--- src/adcc_cfg.svh ---
// offsets, field positions, reset values and counts of the converter control
`ifndef ADCC_CFG_SVH
`define ADCC_CFG_SVH

`define ADCC_ADDR_W        2
`define ADCC_OFS_CTRL0     2'h0
`define ADCC_OFS_CTRL1     2'h1
`define ADCC_OFS_RESULT    2'h2
`define ADCC_OFS_STATUS    2'h3

`define ADCC_CTRL0_RST     8'h00
`define ADCC_CTRL1_RST     8'h00
`define ADCC_RESULT_RST    8'h00
`define ADCC_STATUS_RST    8'h00

`define ADCC_C0_ON_BIT     0
`define ADCC_C0_GO_BIT     1
`define ADCC_C0_CHS_LSB    2
`define ADCC_C0_CHS_MSB    5
`define ADCC_C1_REF_LSB    0
`define ADCC_C1_REF_MSB    1
`define ADCC_C1_CKS_LSB    4
`define ADCC_C1_CKS_MSB    6
`define ADCC_ST_DONE_BIT   0
`define ADCC_ST_IRQEN_BIT  1

`define ADCC_CHS_RESERVED  4'he
`define ADCC_CKS_RC_MASK   3'h3
`define ADCC_TAD_PER_CONV  4'ha
`define ADCC_TAD_FIRST_BIT 4'h1
`define ADCC_TAD_LAST_BIT  4'h8
`define ADCC_SAR_SEED      8'h80

`endif

--- src/adcc_pkg.sv ---
// types shared by the converter control modules
package adcc_pkg;
    typedef enum logic [0:0] {
        ADCC_IDLE = 1'b0,
        ADCC_CONV = 1'b1
    } adcc_state_t;

    typedef logic [2:0] adcc_cks_t;
endpackage : adcc_pkg

--- src/adcc_tick_if.sv ---
// per-bit clock request and tick between control and divider
`timescale 1ns/10ps
interface adcc_tick_if;
    logic [2:0] clk_sel;
    logic       run;
    logic       rc_tick;
    logic       tick;

    modport gen  (input clk_sel, input run, input rc_tick, output tick);
    modport user (output clk_sel, output run, output rc_tick, input tick);
endinterface : adcc_tick_if

--- src/adcc_core.sv ---
// register file and successive-approximation sequencer of the converter
`timescale 1ns/10ps
`include "adcc_cfg.svh"
// Function
// - channel field bits 5-2 routes input 0-13, 14 reserved, 15 fixed reference
// - writing one to go bit starts conversion only if the same write also sets the enable bit; go reads one while busy
// - hardware clears go bit when conversion finishes
// - enable bit powers converter; clear means disabled, no operating current
// - clock select bits 6-4 pick divide 2..64 or the RC clock
// - reference bits 1-0: 0x supply, 10 external pin, 11 fixed reference
// - result register holds the 8-bit outcome, readable by software
// - unimplemented control bits read as zero
// - one conversion takes exactly ten per-bit periods
// - completion clears go, sets done flag, loads result
// - abort by clearing go stores partial result, tail copies last bit
module adcc_core
    import adcc_pkg::*;
(
    input  wire logic                    clk_i,
    input  wire logic                    arst_n_i,
    input  wire logic [`ADCC_ADDR_W-1:0] addr_i,
    input  wire logic [7:0]              wdata_i,
    input  wire logic                    wr_i,
    input  wire logic                    rd_i,
    output logic      [7:0]              rdata_o,
    input  wire logic                    cmp_i,
    input  wire logic                    rc_tick_i,
    output logic      [3:0]              input_channel_select_o,
    output logic      [1:0]              reference_source_select_o,
    output logic                         converter_power_on_o,
    output logic                         hold_o,
    output logic      [7:0]              dac_code_o,
    output logic                         conv_irq_o
);
    adcc_tick_if tk ();

    adcc_tad_gen u_tad (
        .clk_i    (clk_i),
        .arst_n_i (arst_n_i),
        .tk       (tk.gen)
    );

    adcc_state_t state_r;
    logic [3:0]  chan_r;
    logic        power_on_r;
    adcc_cks_t   cks_r;
    logic [1:0]  ref_r;
    logic [7:0]  result_r;
    logic        done_flag_r;
    logic        irq_en_r;
    logic [3:0]  tad_cnt_r;
    logic [7:0]  sar_r;

    logic        wr_c0;
    logic        wr_c1;
    logic        wr_res;
    logic        wr_st;
    logic        start;
    logic        abort;
    logic        resolve;
    logic        finish;
    logic [2:0]  bit_idx;
    logic [7:0]  sar_nxt;
    logic [7:0]  partial;

    assign wr_c0  = wr_i && addr_i == `ADCC_OFS_CTRL0;
    assign wr_c1  = wr_i && addr_i == `ADCC_OFS_CTRL1;
    assign wr_res = wr_i && addr_i == `ADCC_OFS_RESULT;
    assign wr_st  = wr_i && addr_i == `ADCC_OFS_STATUS;

    // a start needs the enable bit set by the same write as the go bit
    assign start = wr_c0 && state_r == ADCC_IDLE
                   && wdata_i[`ADCC_C0_GO_BIT]
                   && wdata_i[`ADCC_C0_ON_BIT];
    // turning power off also ends a running conversion
    assign abort = wr_c0 && state_r == ADCC_CONV
                   && (!wdata_i[`ADCC_C0_GO_BIT]
                       || !wdata_i[`ADCC_C0_ON_BIT]);
    assign resolve = state_r == ADCC_CONV && tk.tick
                     && tad_cnt_r >= `ADCC_TAD_FIRST_BIT
                     && tad_cnt_r <= `ADCC_TAD_LAST_BIT;
    assign finish  = state_r == ADCC_CONV && tk.tick && !abort
                     && tad_cnt_r == `ADCC_TAD_PER_CONV - 4'h1;
    assign bit_idx = 3'(`ADCC_TAD_LAST_BIT - tad_cnt_r);

    assign tk.clk_sel = cks_r;
    assign tk.run     = state_r == ADCC_CONV;
    assign tk.rc_tick = rc_tick_i;

    // keep the compared bit, try the next lower one
    always_comb begin
        sar_nxt          = sar_r;
        sar_nxt[bit_idx] = cmp_i;
        if (bit_idx != 3'h0) begin
            sar_nxt[bit_idx - 3'h1] = 1'b1;
        end
    end

    // bits not yet resolved copy the last resolved bit
    always_comb begin
        logic [3:0] left;
        logic       last;
        left    = `ADCC_TAD_LAST_BIT;
        last    = 1'b0;
        partial = 8'h00;
        if (tad_cnt_r > `ADCC_TAD_FIRST_BIT) begin
            left = (tad_cnt_r > `ADCC_TAD_LAST_BIT) ? 4'h0
                   : 4'(`ADCC_TAD_LAST_BIT - tad_cnt_r + 4'h1);
            last = sar_r[3'(left)];
            for (int i = 0; i < 8; i++) begin
                partial[i] = (4'(i) < left) ? last : sar_r[i];
            end
        end
    end

    always_ff @(posedge clk_i or negedge arst_n_i) begin
        if (!arst_n_i) begin
            chan_r     <= 4'(`ADCC_CTRL0_RST >> `ADCC_C0_CHS_LSB);
            power_on_r <= 1'(`ADCC_CTRL0_RST >> `ADCC_C0_ON_BIT);
        end else if (wr_c0) begin
            chan_r     <= wdata_i[`ADCC_C0_CHS_MSB:`ADCC_C0_CHS_LSB];
            power_on_r <= wdata_i[`ADCC_C0_ON_BIT];
        end
    end

    always_ff @(posedge clk_i or negedge arst_n_i) begin
        if (!arst_n_i) begin
            cks_r <= 3'(`ADCC_CTRL1_RST >> `ADCC_C1_CKS_LSB);
            ref_r <= 2'(`ADCC_CTRL1_RST >> `ADCC_C1_REF_LSB);
        end else if (wr_c1) begin
            cks_r <= wdata_i[`ADCC_C1_CKS_MSB:`ADCC_C1_CKS_LSB];
            ref_r <= wdata_i[`ADCC_C1_REF_MSB:`ADCC_C1_REF_LSB];
        end
    end

    always_ff @(posedge clk_i or negedge arst_n_i) begin
        if (!arst_n_i) begin
            state_r <= ADCC_IDLE;
        end else if (start) begin
            state_r <= ADCC_CONV;
        end else if (abort || finish) begin
            state_r <= ADCC_IDLE;
        end
    end

    // period counter on the per-bit clock
    always_ff @(posedge clk_i or negedge arst_n_i) begin
        if (!arst_n_i) begin
            tad_cnt_r <= 4'h0;
            sar_r     <= 8'h00;
        end else if (start) begin
            tad_cnt_r <= 4'h0;
            sar_r     <= `ADCC_SAR_SEED;
        end else if (state_r == ADCC_CONV && tk.tick) begin
            tad_cnt_r <= tad_cnt_r + 4'h1;
            if (resolve) begin
                sar_r <= sar_nxt;
            end
        end
    end

    // result register, hardware load beats software write
    always_ff @(posedge clk_i or negedge arst_n_i) begin
        if (!arst_n_i) begin
            result_r <= `ADCC_RESULT_RST;
        end else if (finish) begin
            result_r <= sar_r;
        end else if (abort) begin
            result_r <= partial;
        end else if (wr_res) begin
            result_r <= wdata_i;
        end
    end

    // done flag: completion wins over a clear in the same cycle
    always_ff @(posedge clk_i or negedge arst_n_i) begin
        if (!arst_n_i) begin
            done_flag_r <= 1'(`ADCC_STATUS_RST >> `ADCC_ST_DONE_BIT);
            irq_en_r    <= 1'(`ADCC_STATUS_RST >> `ADCC_ST_IRQEN_BIT);
        end else begin
            if (finish) begin
                done_flag_r <= 1'b1;
            end else if (wr_st && wdata_i[`ADCC_ST_DONE_BIT]) begin
                done_flag_r <= 1'b0;
            end
            if (wr_st) begin
                irq_en_r <= wdata_i[`ADCC_ST_IRQEN_BIT];
            end
        end
    end

    always_ff @(posedge clk_i or negedge arst_n_i) begin
        if (!arst_n_i) begin
            rdata_o <= 8'h00;
        end else if (rd_i) begin
            unique case (addr_i)
                `ADCC_OFS_CTRL0:  rdata_o <= {2'h0, chan_r,
                                              state_r == ADCC_CONV,
                                              power_on_r};
                `ADCC_OFS_CTRL1:  rdata_o <= {1'b0, cks_r, 2'h0, ref_r};
                `ADCC_OFS_RESULT: rdata_o <= result_r;
                `ADCC_OFS_STATUS: rdata_o <= {6'h00, irq_en_r,
                                              done_flag_r};
            endcase
        end else begin
            rdata_o <= 8'h00;
        end
    end

    // analog side controls and interrupt, all registered
    always_ff @(posedge clk_i or negedge arst_n_i) begin
        if (!arst_n_i) begin
            input_channel_select_o    <= 4'h0;
            reference_source_select_o <= 2'h0;
            converter_power_on_o      <= 1'b0;
            hold_o                    <= 1'b0;
            dac_code_o                <= 8'h00;
            conv_irq_o                <= 1'b0;
        end else begin
            input_channel_select_o    <= chan_r;
            reference_source_select_o <= ref_r;
            converter_power_on_o      <= power_on_r;
            hold_o                    <= state_r == ADCC_CONV;
            dac_code_o                <= sar_r;
            conv_irq_o                <= done_flag_r & irq_en_r;
        end
    end
endmodule : adcc_core

--- src/adcc_tad_gen.sv ---
// per-bit period divider: one-cycle tick per conversion clock period
`timescale 1ns/10ps
`include "adcc_cfg.svh"
module adcc_tad_gen
    import adcc_pkg::*;
(
    input  wire logic   clk_i,
    input  wire logic   arst_n_i,
    adcc_tick_if.gen    tk
);
    logic [6:0] div_cnt_r;
    logic [6:0] div_last;
    logic       rc_sel;
    logic [2:0] div_exp;

    // code order 000,100,001,101,010,110 maps onto /2 .. /64
    assign div_exp  = {tk.clk_sel[1:0], tk.clk_sel[2]};
    assign div_last = 7'((7'h2 << div_exp) - 7'h1);
    assign rc_sel   = (tk.clk_sel[1:0] == 2'(`ADCC_CKS_RC_MASK));

    // restarting the count on each run keeps every divided period whole
    always_ff @(posedge clk_i or negedge arst_n_i) begin
        if (!arst_n_i) begin
            div_cnt_r <= 7'h00;
        end else if (!tk.run || rc_sel || div_cnt_r == div_last) begin
            div_cnt_r <= 7'h00;
        end else begin
            div_cnt_r <= div_cnt_r + 7'h1;
        end
    end

    always_ff @(posedge clk_i or negedge arst_n_i) begin
        if (!arst_n_i) begin
            tk.tick <= 1'b0;
        end else if (rc_sel) begin
            tk.tick <= tk.run & tk.rc_tick;
        end else begin
            tk.tick <= tk.run & (div_cnt_r == div_last);
        end
    end
endmodule : adcc_tad_gen

--- config.mk ---
export PLATFORM = sky130hd
export DESIGN_NAME = adcc_core
export DESIGN_NICKNAME = d
export VERILOG_FILES = /design/src/adcc_pkg.sv /design/src/adcc_tick_if.sv /design/src/adcc_core.sv /design/src/adcc_tad_gen.sv
export VERILOG_INCLUDE_DIRS = /design/src
export SDC_FILE = /design/constraint.sdc
export NUM_CORES = 1
export LEC_CHECK = 0
export ABC_AREA = 1
export ABC_CLOCK_PERIOD_IN_PS = 2700
export BUFFER_PORTS_ARGS = -buffer_cell sky130_fd_sc_hd__buf_4
export CAP_MARGIN = 5
export CORE_MARGIN = 4
export CORE_UTILIZATION = 58
export CTS_BUF_LIST = sky130_fd_sc_hd__clkbuf_16
export CTS_CLUSTER_SIZE = 24
export DETAILED_ROUTE_END_ITERATION = 8
export PLACE_DENSITY = 0.79
export SYNTH_ARGS = -nofsm -noshare
export SYNTH_HDL_FRONTEND = slang
export SYNTH_SLANG_ARGS = --single-unit
--- constraint.sdc ---
create_clock -name clk_i -period 2.7 [get_ports clk_i]
set_input_delay 0.135 -clock clk_i [delete_from_list [all_inputs] [get_ports clk_i]]
set_output_delay 0.135 -clock clk_i [all_outputs]
set_load 0.02 [all_outputs]
== Word level (Yosys, flattened, before mapping) ==
Cells that the tools add are included.
Widths: inputs -> output; s select.
Storage, ports and cells
  register bits after elaboration: 66
  output and inout bits: 25
Cells by class
  reduce and logical (&&, ||, !) cells: 33
  bitwise gates (word level): 5
  shift-type cells: 1
  muxes and demuxes: 34
  magnitude comparators: 17
  $add $sub $neg: 6
  eq/ne operators: 6
Operators by type and width (number)
  $mux 8: 9
  $pmux 8 s4: 1
  $logic_and 1x1->1: 17
  $lt 3x4->1 const A: 4
  $mux 1: 16
  $lt 3x4->1 const B: 3
  $mux 4: 3
  $add 4x1->4 const B: 2
  $bwmux 8: 1
  $lt 1x4->1 const A: 2
  $lt 2x4->1 const A: 2
  $or 8x8->8: 1
  $reduce_bool 2->1: 4
  $add 7x1->7 const B: 1
  $eq 7x7->1: 1
  $mux 7: 1
  $shl 2x3->7 const A: 1
  $sub 7x1->7 const B: 1
  $demux 1 s3: 2
  $eq 2x2->1 const B: 3
  $ge 3x1->1 const B: 2
  $reduce_bool 3->1: 2
  $eq 4x4->1 const B: 1
  $ge 4x1->1 const B: 1
  other kinds (13): 21

== Depth between registers and ports, before layout ==
  word-level depth: 11
  gate-level depth with buffers: 17
  depth with buffers taken out: 15

== Modules after synthesis ==
Synthesis repeated with hierarchy kept, for this count alone.
Unflattened totals
  cells, all modules: 458
  area total of the unflattened synthesis: 3555.9 sq um
By module, submodules not included
  adcc_core: area each 3036.7 sq um, instances 1, cells each 383
  adcc_tad_gen: area each 519.2 sq um, instances 1, cells each 75

== Worst setup path before layout ==
OpenSTA, ideal clock, no wires.
  kind: register -> register
  from: register tad_cnt_r[0]
  to: register result_r[1]
  arrival: 2.180 ns
  buffers on the path: 3
  stages on the path, launching flop included: 16
  slack: 0.404 ns
  required time: 2.584 ns
  library setup time: 0.116 ns
  path through: dfrtp_1 -> buf_6 -> inv_2 -> buf_1 -> ha_1 -> nand2_2 -> clkinv_2 -> nand3_1 -> nand3_2 -> nand3_2 -> buf_6 -> nand4_1 -> nand3_1 -> nand2_1 -> nand2_1 -> nand2_1
On the way
  word-level cells in the longest chain between the ends: 9
  elaborated cells on any way between the ends: 15
  those cells by class: add/sub (2); order compare (3); eq/ne (1); mux (7); reduce/logical (2)
RTL lines
  start: declaration: line adcc_core.sv:51  | logic [3:0] tad_cnt_r;
  start signal: assignment: line adcc_core.sv:155  | tad_cnt_r <= tad_cnt_r + 4'h1;
  $sub 4x4->4 (no source line)
  $add 4x1->4 (no source line)
  $mux 4: line adcc_core.sv:107  | left = (tad_cnt_r > `ADCC_TAD_LAST_BIT) ? 4'h0
  $bmux 1 s3: line adcc_core.sv:109  | last = sar_r[3'(left)];
  $mux 1 (implied by the code): line adcc_core.sv:109
  $mux 1: line adcc_core.sv:111  | partial[i] = (4'(i) < left) ? last : sar_r[i];
  $mux 8: line adcc_core.sv:106  | if (tad_cnt_r > `ADCC_TAD_FIRST_BIT) begin
  $mux 8: line adcc_core.sv:168  | end else if (abort) begin
  $mux 8: line adcc_core.sv:166  | end else if (finish) begin
  end signal: assignment: line adcc_core.sv:165  | result_r <= `ADCC_RESULT_RST;
  end signal: assignment: line adcc_core.sv:167  | result_r <= sar_r;
  end signal: assignment: line adcc_core.sv:169  | result_r <= partial;
  end: declaration: line adcc_core.sv:48  | logic [7:0] result_r;
Several ways; a longest one is shown, not always the timed one. The select of a mux whose other input is x is not followed.
A chain may end at the register's enable or synchronous reset.

== Worst setup path in the final report ==
  from: register tad_cnt_r[1]
  to: register result_r[5]
Same word-level chain as after synthesis.

==> results.cfg <==
[synthesis]
post_synth_instance_area_sq_mm = 0.00356
netlist_top_cells_area = sky130_fd_sc_hd__dfrtp_1 (46%), sky130_fd_sc_hd__nand2_1 (11%), sky130_fd_sc_hd__o21ai_0 (5.3%), sky130_fd_sc_hd__inv_1 (4.7%), sky130_fd_sc_hd__nand3_1 (4.2%)
synth.ff_latch_count = 66
synth_top_flop_cell = sky130_fd_sc_hd__dfrtp_1
mean_area_per_synthesized_cell_sq_um = 8.37
synth-seq-area-share_pct = 46.3
synth_warnings = 0
synth.distinct_cells = 38
yosys.area.top_type_share_pct = 46.3
postSynthNetCount = 448
synth_async_sr_flop_share_pct = 100
syn-instance-count = 426
count_of_flip_flops_with_a_built_in_enable_after_synthesis = 0
synthTopCellsByCount = sky130_fd_sc_hd__nand2_1 (109), sky130_fd_sc_hd__dfrtp_1 (66), sky130_fd_sc_hd__inv_1 (45)
synth_top_cell_by_area = sky130_fd_sc_hd__dfrtp_1
synthMostInstantiatedCell = sky130_fd_sc_hd__nand2_1

[timing]
worst_clock_skew_ps = 6.25
final_setup_violation_count = 0
grt_setup_unrepaired = no
finalHoldViolations = 0
fmax_ghz = 0.461
timing_worst_slew_pin_value_ps = 802
final_setup_tns_ps = 0
max_slew_violation_total_from_the_final_report = 0
fin_crit_sh_pct = 80.3
layout_setup_ws_ps = 532
slew-limit-headroom_pct = 46.6
finalWorstPathRequiredPeriod_ps = 2170

[cts]
clock-sinks = 66
cts_buffers = 9
clock_latency_reported_for_the_late_side_of_the_worst_skew_pair_ps = 320
cts-root-to-sink-buffers = 2
cts_setup_buffers = 0
ctsHtreeMaxLevel = 3
clk_pin_slew_ps = 50
clock_tree.root_cell = sky130_fd_sc_hd__clkbuf_16
tritoncts = built

[critical_path]
r2r-end = result_r[5]
crit_path_start_kind = flip-flop
cpPeakStageDelay_ps = 400
critical_path.n_buffers_inverters = 2
worstSetupPathDepth = 13
endpoint = result_r[5]
timing_worst_setup_path_type = reg -> reg
arrival_time_of_data_at_the_critical_path_endpoint_ps = 2380
required_ps = 2910
worst_r2r_start = tad_cnt_r[1]
crit_family = simple AND/OR/NAND/NOR gates
crit_path_start = tad_cnt_r[1]
critPathMostFrequentCell = sky130_fd_sc_hd__nand2_1
timing.critical_path.cells = inv_1 > ha_1 > nand2_2 > clkinv_2 > nand3_1 > nand3_2 > nand3_2 > o21ai_0 > nand2_1 > nand3_1 > nand2_1 > nand2_1 > nand2_1
critPathMaxFanout = 12
regToRegSetupSlack_ps = 530
end_kind = flip-flop
slowest_stage = sky130_fd_sc_hd__ha_1
r2r_cells = 13

[floorplan]
row_count = 28
die_area_sq_mm = 0.00746
io-pin-count = 41
floorplan.die.height_um = 86.4
floorplan.initialDensity_pct = 59.9
core_area_sq_mm = 0.00596
floorplan.die.width_um = 86.4

[detailed_routing]
drt_iter0_drc = 234
drt-wirelength-per-cell_um = 15.9
drt_drc_violations_left = 0
drt_pre_antenna_iters = 5
postRouteWirelength_um = 8830
drtAntennaViolNets = 0
vias = 3155
via_per_inst = 5.68

[global_routing]
antenna_found_initial = 0
grt_max_degree = 67
grt.overflow.total = 0
grt_pass1_vias = 3121
gr-usage-all-layers_pct = 25.5
grt_pass1_wl_um = 14900

[place]
hpwl_um = 6200
dpl-instance-area_sq_mm = 0.00392
final_replace_weighted_congestion = 0.905
placement.io_buffers = 40
pre_cts_ws_ps = 577

[cells_and_area]
multi_input_comb_area_sq_mm = 0.00164
share_of_final_layout_standard_cells_stronger_than_drive_strength_1_pct = 21.7
antenna_cells_inserted = 0
final_area_sq_mm = 0.00423
nNetsFinal = 497
final_util_pct = 71.0
fillerInstances = 451
regArea_sq_mm = 0.00165
areaGrowthSynthToFinish_pct = 18.6

[power]
static-leakage-power_nw = 2.15
share_seq_of_total_power_pct = 31.3
switching_fraction_pct = 42.5
power.density_cell_area_mw_per_mm2 = 1090
peakVddDrop_v = 0.000611
fraction_of_power_consumed_by_combinational_cells_pct = 44.1
netSwitchingPower_mw = 1.96
power_consumption_mw = 4.60
power.clock.fraction_pct = 24.6
internal_power_mw = 2.65

[min_path]
min-delay-path-class = in -> reg

[run_status]
run_status = complete, no violations

[job]
cap_viol_max_count = 0
## power by group through the flow
stage,clock (mW),combinational [mW],sequential [mW]
floorplan,0,1.47,1.49
global placement,0,1.96,1.44
detailed placement,0,1.99,1.45
CTS,1.15,2.01,1.44
global route,1.20,2.25,1.47
finish,1.13,2.03,1.44
## registers in the layout, indices dropped and copies added, names as in the netlist
signal / flops
dac_code_o: 8
rdata_o: 8
result_r: 8
sar_r: 8
u_tad.div_cnt_r: 7
chan_r: 4
input_channel_select_o: 4
tad_cnt_r: 4
cks_r: 3
ref_r: 2
reference_source_select_o: 2
conv_irq_o: 1
converter_power_on_o: 1
done_flag_r: 1
hold_o: 1
irq_en_r: 1
power_on_r: 1
state_r: 1
u_tad.tk.tick: 1
## layout by cell type, fill, tap and decap left out, types with 2 or more instances in the layout
cell,instances
sky130_fd_sc_hd__o21a_1,2
sky130_fd_sc_hd__o21ai_2,2
sky130_fd_sc_hd__inv_1,45
sky130_fd_sc_hd__xnor2_1,4
sky130_fd_sc_hd__o211ai_1,2
sky130_fd_sc_hd__o21ai_0,38
sky130_fd_sc_hd__nand3_1,30
sky130_fd_sc_hd__nand2_4,3
sky130_fd_sc_hd__o22ai_1,6
sky130_fd_sc_hd__nand2_1,109
sky130_fd_sc_hd__a221oi_1,3
sky130_fd_sc_hd__dfrtp_1,66
sky130_fd_sc_hd__clkbuf_16,9
sky130_fd_sc_hd__nor2_4,3
sky130_fd_sc_hd__inv_2,8
sky130_fd_sc_hd__mux2_2,3
sky130_fd_sc_hd__buf_4,44
sky130_fd_sc_hd__nor3_1,2
sky130_fd_sc_hd__clkinv_4,2
sky130_fd_sc_hd__clkinv_2,4
sky130_fd_sc_hd__nand2_2,7
sky130_fd_sc_hd__a31oi_1,4
sky130_fd_sc_hd__o211ai_2,3
sky130_fd_sc_hd__a21oi_1,11
sky130_fd_sc_hd__nand4_1,5
sky130_fd_sc_hd__ha_1,6
sky130_fd_sc_hd__nand3_2,10
sky130_fd_sc_hd__nor2_1,30
sky130_fd_sc_hd__xor2_1,6
sky130_fd_sc_hd__nor4_1,2
## layer usage
layer	global-route usage [%]	vias up	share of wire [%]
li1	-	1491	-
met1	31.7	1522	40
met2	43.6	128	51
met3	5.42	14	6.8
met4	9.92	0	1.5
met5	0	-	0
## worst register-to-register path: stages (launching register included)
cell	delay [ps]
sky130_fd_sc_hd__dfrtp_1	370
sky130_fd_sc_hd__inv_1	110
sky130_fd_sc_hd__ha_1	400
sky130_fd_sc_hd__nand2_2	120
sky130_fd_sc_hd__clkinv_2	100
sky130_fd_sc_hd__nand3_1	120
sky130_fd_sc_hd__nand3_2	110
sky130_fd_sc_hd__nand3_2	250
sky130_fd_sc_hd__o21ai_0	160
sky130_fd_sc_hd__nand2_1	70
sky130_fd_sc_hd__nand3_1	70
sky130_fd_sc_hd__nand2_1	70
sky130_fd_sc_hd__nand2_1	60
sky130_fd_sc_hd__nand2_1	50
## per-stage QoR
| stage | instances | hold slack (ps) |
|---|---|---|
| global placement | 538 | 265 |
| CTS | 555 | 44.9 |
| floorplan | 426 | -161 |
| detailed placement | 538 | 277 |
| finish | 555 | 55.8 |
| global route | 555 | 56.8 |
## final cells by class
cell class | count | share of cell area [%]
clock buffer | 9 | 5.33
timing repair buffer | 45 | 8.05
tap | 75 | 2.22
clock inverter | 7 | 1.66
multi-input combinational | 298 | 38.7
sequential | 66 | 39.1
inverter | 55 | 5.03
## kinds of logic (layout without fill, tap and decap cells)
kind of cell / after synthesis / count (layout) / synth area share (%)
muxes: 3 / 3 / 0.948
xor gates and xnor gates: 10 / 10 / 2.46
DFF: 66 / 66 / 46.3
buffers and inverters: 62 / 116 / 7.79
AOI/OAI and AO/OA: 72 / 72 / 12.0
and+or+nand+nor: 207 / 207 / 28.4
adders and majority gates: 6 / 6 / 2.11
## repair_timing
action	in CTS	in global routing
hold endpoints to repair	66	0
resized for setup	0	0
hold buffers	1	0
## worst min path at each step
stage	start	cells after the start	slack, ps	endpoint
finish	rd_i	3	60	rdata_o[5]
global route	wdata_i[3]	2	60	chan_r[1]
CTS	rd_i	3	40	rdata_o[5]
detailed placement	arst_n_i	1	280	u_tad.div_cnt_r[4]
global placement	arst_n_i	1	270	u_tad.div_cnt_r[4]
floorplan	arst_n_i	0	-160	chan_r[0]
Note: power is estimated with default switching activity, not from simulation.
